`src/rtl/apc_regs.vh`:
```
/*
  timing counts and widths for the converter output control block.
  assumes: one sample clock at 25 MHz; included by bare name.
*/
`ifndef APC_REGS_VH
`define APC_REGS_VH

// ----------------------------------------------------------------
// data format
// ----------------------------------------------------------------
`define APC_CODE_W        8
`define APC_CODE_COUNT    256
`define APC_COARSE_W      4
`define APC_FINE_W        5

// ----------------------------------------------------------------
// pipeline timing
// ----------------------------------------------------------------
// 3 1/2 cycles: whole-cycle part plus a half-cycle hold on the falling edge
`define APC_PIPE_WHOLE    3
`define APC_SETTLE_CYC    4
`define APC_SETTLE_W      3
`define APC_FIFO_DEPTH    4

`endif

```
`src/rtl/apc_fifo.v`:
```
/*
  small synchronous fifo carrying finished result codes.
  assumes: single clock, async active-low reset; depth is a power of two.
*/
`timescale 1ns/1ps
module apc_fifo #(
  parameter WIDTH = 8,
  parameter DEPTH = 4,
  parameter AW    = 2
) (
  input  wire             clk_sys_i,
  input  wire             rst_n_i,
  input  wire             flush_i,
  input  wire             in_valid_i,
  output wire             in_ready_o,
  input  wire [WIDTH-1:0] in_data_i,
  output wire             out_valid_o,
  input  wire             out_ready_i,
  output wire [WIDTH-1:0] out_data_o
);

  reg [WIDTH-1:0] mem_q [0:DEPTH-1];
  reg [AW:0]      wr_q;
  reg [AW:0]      rd_q;
  wire            full;
  wire            empty;
  wire            push;
  wire            pop;

  assign empty       = (wr_q == rd_q);
  assign full        = (wr_q[AW-1:0] == rd_q[AW-1:0]) && (wr_q[AW] != rd_q[AW]);
  assign in_ready_o  = ~full;
  assign out_valid_o = ~empty;
  assign push        = in_valid_i & ~full;
  assign pop         = out_ready_i & ~empty;
  assign out_data_o  = mem_q[rd_q[AW-1:0]];

  always @(posedge clk_sys_i) begin
    if (push) begin
      mem_q[wr_q[AW-1:0]] <= in_data_i;
    end
  end

  always @(posedge clk_sys_i or negedge rst_n_i) begin
    if (!rst_n_i) begin
      wr_q <= {(AW+1){1'b0}};
      rd_q <= {(AW+1){1'b0}};
    end else if (flush_i) begin
      wr_q <= {(AW+1){1'b0}};
      rd_q <= {(AW+1){1'b0}};
    end else begin
      if (push) begin
        wr_q <= wr_q + {{AW{1'b0}}, 1'b1};
      end
      if (pop) begin
        rd_q <= rd_q + {{AW{1'b0}}, 1'b1};
      end
    end
  end

endmodule // apc_fifo

```
`src/rtl/apc_correct.v`:
```
/*
  merges coarse and fine comparator results into one corrected code.
  assumes: fine result carries one overlap bit above the code lsbs.
*/
`timescale 1ns/1ps
`include "apc_regs.vh"
module apc_correct (
  input  wire [`APC_COARSE_W-1:0] coarse_i,
  input  wire [`APC_FINE_W-1:0]   fine_i,
  output wire [`APC_CODE_W-1:0]   code_o
);

  // ----------------------------------------------------------------
  // overlap correction
  // ----------------------------------------------------------------
  // fine overlap bit carries into coarse; saturate at full scale
  wire [`APC_CODE_W:0] sum;
  assign sum    = {1'b0, coarse_i, 4'h0} + {4'h0, fine_i};
  assign code_o = sum[`APC_CODE_W] ? 8'hff : sum[`APC_CODE_W-1:0];

endmodule // apc_correct

```
`src/rtl/apc_core.v`:
```
/*
  digital side of an 8-bit two-step sampling converter: sample/hold timing,
  pipelined coarse/fine merge, three-state result drivers, power-down.
  assumes: sample clock clk_sys_i; comparator results arrive as inputs.
*/
`timescale 1ns/1ps
`include "apc_regs.vh"
module apc_core #(
  parameter CODE_W     = `APC_CODE_W,
  parameter SETTLE_CYC = `APC_SETTLE_CYC,
  parameter FIFO_DEPTH = `APC_FIFO_DEPTH
) (
  input  wire                     clk_sys_i,
  input  wire                     rst_n_i,
  input  wire                     out_en_n_i,
  input  wire                     pwr_down_req_i,
  input  wire [`APC_COARSE_W-1:0] coarse_i,
  input  wire [`APC_FINE_W-1:0]   fine_i,
  output wire [CODE_W-1:0]        result_o,
  output wire [CODE_W-1:0]        result_oe_o,
  output wire                     result_valid_o,
  output wire                     track_o,
  output wire                     hold_o,
  output wire                     pwr_down_o,
  output wire                     fifo_valid_o,
  input  wire                     fifo_ready_i,
  output wire [CODE_W-1:0]        fifo_data_o
);

  // ----------------------------------------------------------------
  // power state
  // ----------------------------------------------------------------
  localparam [2:0] ST_RUN    = 3'b001;
  localparam [2:0] ST_DOWN   = 3'b010;
  localparam [2:0] ST_SETTLE = 3'b100;

  reg [2:0]               st_q;
  reg [2:0]               st_d;
  reg [`APC_SETTLE_W-1:0] settle_q;
  reg [`APC_SETTLE_W-1:0] settle_d;

  always @* begin
    st_d     = st_q;
    settle_d = settle_q;
    case (st_q)
      ST_RUN: begin
        if (pwr_down_req_i) begin
          st_d = ST_DOWN;
        end
      end
      ST_DOWN: begin
        settle_d = {`APC_SETTLE_W{1'b0}};
        if (!pwr_down_req_i) begin
          st_d = ST_SETTLE;
        end
      end
      ST_SETTLE: begin
        if (pwr_down_req_i) begin
          st_d = ST_DOWN;
        end else if (settle_q == SETTLE_CYC[`APC_SETTLE_W-1:0] - 3'd1) begin
          st_d = ST_RUN;
        end else begin
          settle_d = settle_q + 3'd1;
        end
      end
      default: begin
        st_d = ST_DOWN;
      end
    endcase
  end

  always @(posedge clk_sys_i or negedge rst_n_i) begin
    if (!rst_n_i) begin
      st_q     <= ST_SETTLE;
      settle_q <= {`APC_SETTLE_W{1'b0}};
    end else begin
      st_q     <= st_d;
      settle_q <= settle_d;
    end
  end

  wire down   = st_q[1];
  wire active = ~down;

  // ----------------------------------------------------------------
  // sample and hold
  // ----------------------------------------------------------------
  // hold latches on the falling edge; aperture delay itself is analog
  reg hold_q;
  always @(negedge clk_sys_i or negedge rst_n_i) begin
    if (!rst_n_i) begin
      hold_q <= 1'b0;
    end else begin
      hold_q <= active;
    end
  end
  assign track_o = clk_sys_i & active;
  assign hold_o  = hold_q & ~clk_sys_i;

  // ----------------------------------------------------------------
  // conversion pipeline
  // ----------------------------------------------------------------
  // stage 1 coarse, stage 2 fine + merge, stage 3 output register;
  // with the falling-edge hold this gives 3 1/2 cycles
  reg [`APC_COARSE_W-1:0] coarse_q;
  reg [`APC_COARSE_W-1:0] coarse2_q;
  reg [`APC_FINE_W-1:0]   fine_q;
  reg [CODE_W-1:0]        result_q;
  reg [`APC_PIPE_WHOLE-1:0] vld_q;
  wire [CODE_W-1:0]       merged;

  apc_correct u_correct (
    .coarse_i (coarse2_q),
    .fine_i   (fine_q),
    .code_o   (merged)
  );

  always @(posedge clk_sys_i or negedge rst_n_i) begin
    if (!rst_n_i) begin
      coarse_q  <= {`APC_COARSE_W{1'b0}};
      coarse2_q <= {`APC_COARSE_W{1'b0}};
      fine_q    <= {`APC_FINE_W{1'b0}};
      result_q  <= {CODE_W{1'b0}};
      vld_q     <= {`APC_PIPE_WHOLE{1'b0}};
    end else if (down) begin
      vld_q <= {`APC_PIPE_WHOLE{1'b0}};
    end else begin
      // runs regardless of output enable
      coarse_q  <= coarse_i;
      coarse2_q <= coarse_q;
      fine_q    <= fine_i;
      result_q  <= merged;
      vld_q     <= {vld_q[`APC_PIPE_WHOLE-2:0], 1'b1};
    end
  end

  // ----------------------------------------------------------------
  // output drivers
  // ----------------------------------------------------------------
  // enable assumed never floating, so no keeper here
  wire drive = ~out_en_n_i & ~down;
  assign result_o       = result_q;
  assign result_oe_o    = {CODE_W{drive}};
  assign result_valid_o = vld_q[`APC_PIPE_WHOLE-1] & st_q[0];
  assign pwr_down_o     = down;

  // ----------------------------------------------------------------
  // capture fifo
  // ----------------------------------------------------------------
  // full fifo drops codes: the converter cannot be stalled
  apc_fifo #(
    .WIDTH (CODE_W),
    .DEPTH (FIFO_DEPTH),
    .AW    (2)
  ) u_fifo (
    .clk_sys_i   (clk_sys_i),
    .rst_n_i     (rst_n_i),
    .flush_i     (down),
    .in_valid_i  (result_valid_o),
    .in_ready_o  (),
    .in_data_i   (result_q),
    .out_valid_o (fifo_valid_o),
    .out_ready_i (fifo_ready_i),
    .out_data_o  (fifo_data_o)
  );

endmodule // apc_core

```
`config.mk`:
```
export PLATFORM = sky130hd
export DESIGN_NAME = apc_core
export DESIGN_NICKNAME = d
export VERILOG_FILES = /design/src/rtl/apc_fifo.v /design/src/rtl/apc_correct.v /design/src/rtl/apc_core.v
export VERILOG_INCLUDE_DIRS = /design/src /design/src/rtl
export SDC_FILE = /design/constraint.sdc
export NUM_CORES = 1
export LEC_CHECK = 0
export BUFFER_PORTS_ARGS = -buffer_cell sky130_fd_sc_hd__buf_4
export CAP_MARGIN = 20
export CORE_MARGIN = 2
export CORE_UTILIZATION = 35
export CTS_CLUSTER_DIAMETER = 150
export DETAILED_ROUTE_END_ITERATION = 16
export GPL_TIMING_DRIVEN = 1
export PLACE_DENSITY = 0.64
export SLEW_MARGIN = 15
export SYNTH_ARGS = -nofsm -noshare
export SYNTH_HDL_FRONTEND = slang
export SYNTH_SLANG_ARGS = --single-unit
```
`constraint.sdc`:
```
create_clock -name clk_sys_i -period 1.8 [get_ports clk_sys_i]
set_clock_uncertainty 0.05 [all_clocks]
set_input_delay 0.09 -clock clk_sys_i [delete_from_list [all_inputs] [get_ports clk_sys_i]]
set_output_delay 0.09 -clock clk_sys_i [all_outputs]
set_load 0.01 [all_outputs]
```
==> flow_metrics.tcl <==
set metrics [dict create \
    outcome "finished with violations" \
    failed_checks "negative setup slack" \
    tns_ps -359 \
    track_usage_pct 14.0 \
    drt-met1-wl_um 2730 \
    grt_pass1_wl_um 10300 \
    seq_area_um2 1890 \
    grt_max_degree 37 \
    nNetsFinal 311 \
    row_count 34 \
    wl_met3_um 211 \
    highest_layer "met4" \
    synth_cell_type_count 44 \
    powerDensity_nw_per_um2 1070 \
    drt_iter0_drc 103 \
    p_clk_share_pct 34.0 \
    synth_cells 216 \
    p_sw_share_pct 28.5 \
    synth-edff-count 32 \
    synth_seq_cells 69 \
    die_area_um2 9630 \
    cp.arrival_ps 1980 \
    start_kind "flip-flop" \
    crit_required_ps 1660 \
    post_drt_via_cell_ratio 4.84 \
    antenna_cells 0 \
    first_pass_iters 4 \
    power_frac_seq_pct 50.4 \
    vdd_ir_drop_max_mv 0.504 \
    grt_setup_unrepaired "true" \
    ios 43 \
    setup_slack_ps -321 \
    drt-total-wl_um 6090 \
    netlist.area_leader.share_pct 31.0 \
    dp_hpwl_um 4170 \
    cts_tree "yes" \
    intPower_uw 3090 \
    synth_area_leader_cell "edfxtp_1" \
    max_cap_viol_count 0 \
    syn_to_final_growth_pct 30.4 \
    slew-limit-headroom_pct 69.7 \
    power_uw 4330 \
    maxSlewViolCount 0 \
    p_switching_uw 1230 \
    path_max_fanout 1 \
    grt_pass1_vias 2043 \
    fillers 774 \
    yosysWarnings 0 \
    end_kind "primary output" \
    hold_path_class "in -> async" \
    clk_pin_slew_ps 80 \
    synth_ff_type "dfrtp_1" \
    placed_cell_area_um2 3560 \
    die_w_um 98.1 \
    yosys-top-cells-count "35 x dfrtp_1, 32 x edfxtp_1, 13 x mux2_2, 10 x buf_4" \
    antenna_found_initial 0 \
    netlist_area_um2 3100 \
    insertion_delay_ps 450 \
    yosysMostFrequentCell "dfrtp_1" \
    synthesis.nets 239 \
    drc 0 \
    multi_input_area_um2 1100 \
    coreArea_um2 8640 \
    ant_nets 0 \
    drive_gt1_share_pct 41.2 \
    final_area_um2 4040 \
    setup_viol 5 \
    vias 1946 \
    initial_core_util_pct 35.9 \
    place.gp.congestion 0.819 \
    worst_pin_slew_ps 455 \
    p_leak_uw 0.00163 \
    async_flop_share_pct 53.6 \
    synth_area_leaders "edfxtp_1 31%, dfrtp_1 28%, mux4_2 5.8%, mux2_2 4.7%, ha_1 3.6%" \
    grt_overflow_total 0 \
    combPwrFrac_pct 15.5 \
    critPathKind "reg -> out" \
    syn_area_per_cell_um2 14.4 \
    port_buffers 42 \
    post_drt_wl_per_cell_um 15.2 \
    wl_met2_um 3060 \
    reg2reg_depth 7 \
    timing_hold_violations_final 0 \
    die_h_um 98.1 \
    yosysSeqAreaShare_pct 60.9 \
]
area by class of cell:
type | instances | share of cell area, %
clock inverters | 7 | 1.39
repair buffers | 73 | 15.5
well taps | 108 | 3.34
clock buffers | 16 | 4.98
multi-input cells | 120 | 27.2
flip-flops and latches | 69 | 46.8
inverters | 9 | 0.836
state kept, by name, summed over array words and instances (netlist names):
register / cells
coarse2_q: 4
coarse_q: 4
fine_q: 5
hold_q: 1
result_o: 8
settle_q: 3
st_q: 3
u_fifo.mem_q: 32
u_fifo.rd_q: 3
u_fifo.wr_q: 3
vld_q: 3
through the flow:
stage	cells	setup WS [ps]	utilization, %	hold WS [ps]
floorplan	216	21.5	-	-256
finish	402	-321	46.8	220
global placement	365	108	41.2	154
CTS	400	-359	46.2	248
global route	402	-402	46.8	262
detailed placement	365	71.5	41.2	155
worst paths after layout:
path                                            startpoint  slack [ps]                          to
max in group asynchronous                          rst_n_i         850            hold_q$_DFF_NN0_
worst max-delay path                      hold_q$_DFF_NN0_        -320                      hold_o
min in group clk_sys_i                      pwr_down_req_i         300         st_q[2]$_DFFE_PN1P_
worst min register to register          vld_q[1]$_DFF_PN0_         410          vld_q[2]$_DFF_PN0_
worst max register to register  u_fifo.wr_q[0]$_DFFE_PN0P_          90  u_fifo.wr_q[1]$_DFFE_PN0P_
worst min-delay path                               rst_n_i         220  u_fifo.wr_q[2]$_DFFE_PN0P_
kinds of logic after synthesis:
group / share of synthesized area [%]
AND/OR/NAND/NOR: 9.60
XOR/XNOR: 2.99
adder cells (fa/ha/maj): 3.63
buffers and inverters: 4.92
multiplexers: 10.5
flip-flops: 60.9
AO/OA/AOI/OAI: 7.43
timing repair:
item,in CTS,in global routing
pin swaps,0,4
buffers inserted,2,2
hold buffers,12,0
endpoints found under the hold margin,51,0
resized for setup,16,10
setup endpoints to repair,19,40
layout by cell type (no fill, tap or decap), types with 2 or more instances in the layout:
cell           count
a21oi_1            7
dfrtp_2            2
a31oi_1            2
nor3_1             2
mux4_2             8
o21ai_0            6
dfrtp_1           33
nor2b_1            7
edfxtp_1          32
buf_6             14
xor2_1             2
a22oi_1            4
buf_4             49
ha_1               9
dlygate4sd3_1     12
clkbuf_8          13
xnor2_1            2
inv_6              4
nand4_1            4
nand3b_1           2
nand3_1            9
nor3b_1            2
xnor2_2            2
and2_2             3
o22a_1             7
nand2_1            7
nor4_1             2
mux2_2            13
nor2_2             2
inv_1              9
critical path, stage by stage (launching register included):
cell     delay [ps]
dfrtn_1         390
nor2b_4         150
buf_6           110
per-layer routing:
| metal | global-route usage, % | vias up |
|---|---|---|
| met4 | 6.62 | 0 |
| met3 | 5.94 | 6 |
| met5 | 0 | - |
| met2 | 22.1 | 37 |
| met1 | 16.7 | 956 |
| li1 | - | 947 |
power groups by stage:
stage,logic [uW],clock network [uW],registers [uW]
6_report,671,1470,2180
4_1_cts,680,1530,2190
5_1_grt,746,1620,2230
3_3_place_gp,635,48.8,2210
2_1_floorplan,372,25.2,2170
3_5_place_dp,650,48.8,2220
(Power assumes the default switching activity.)
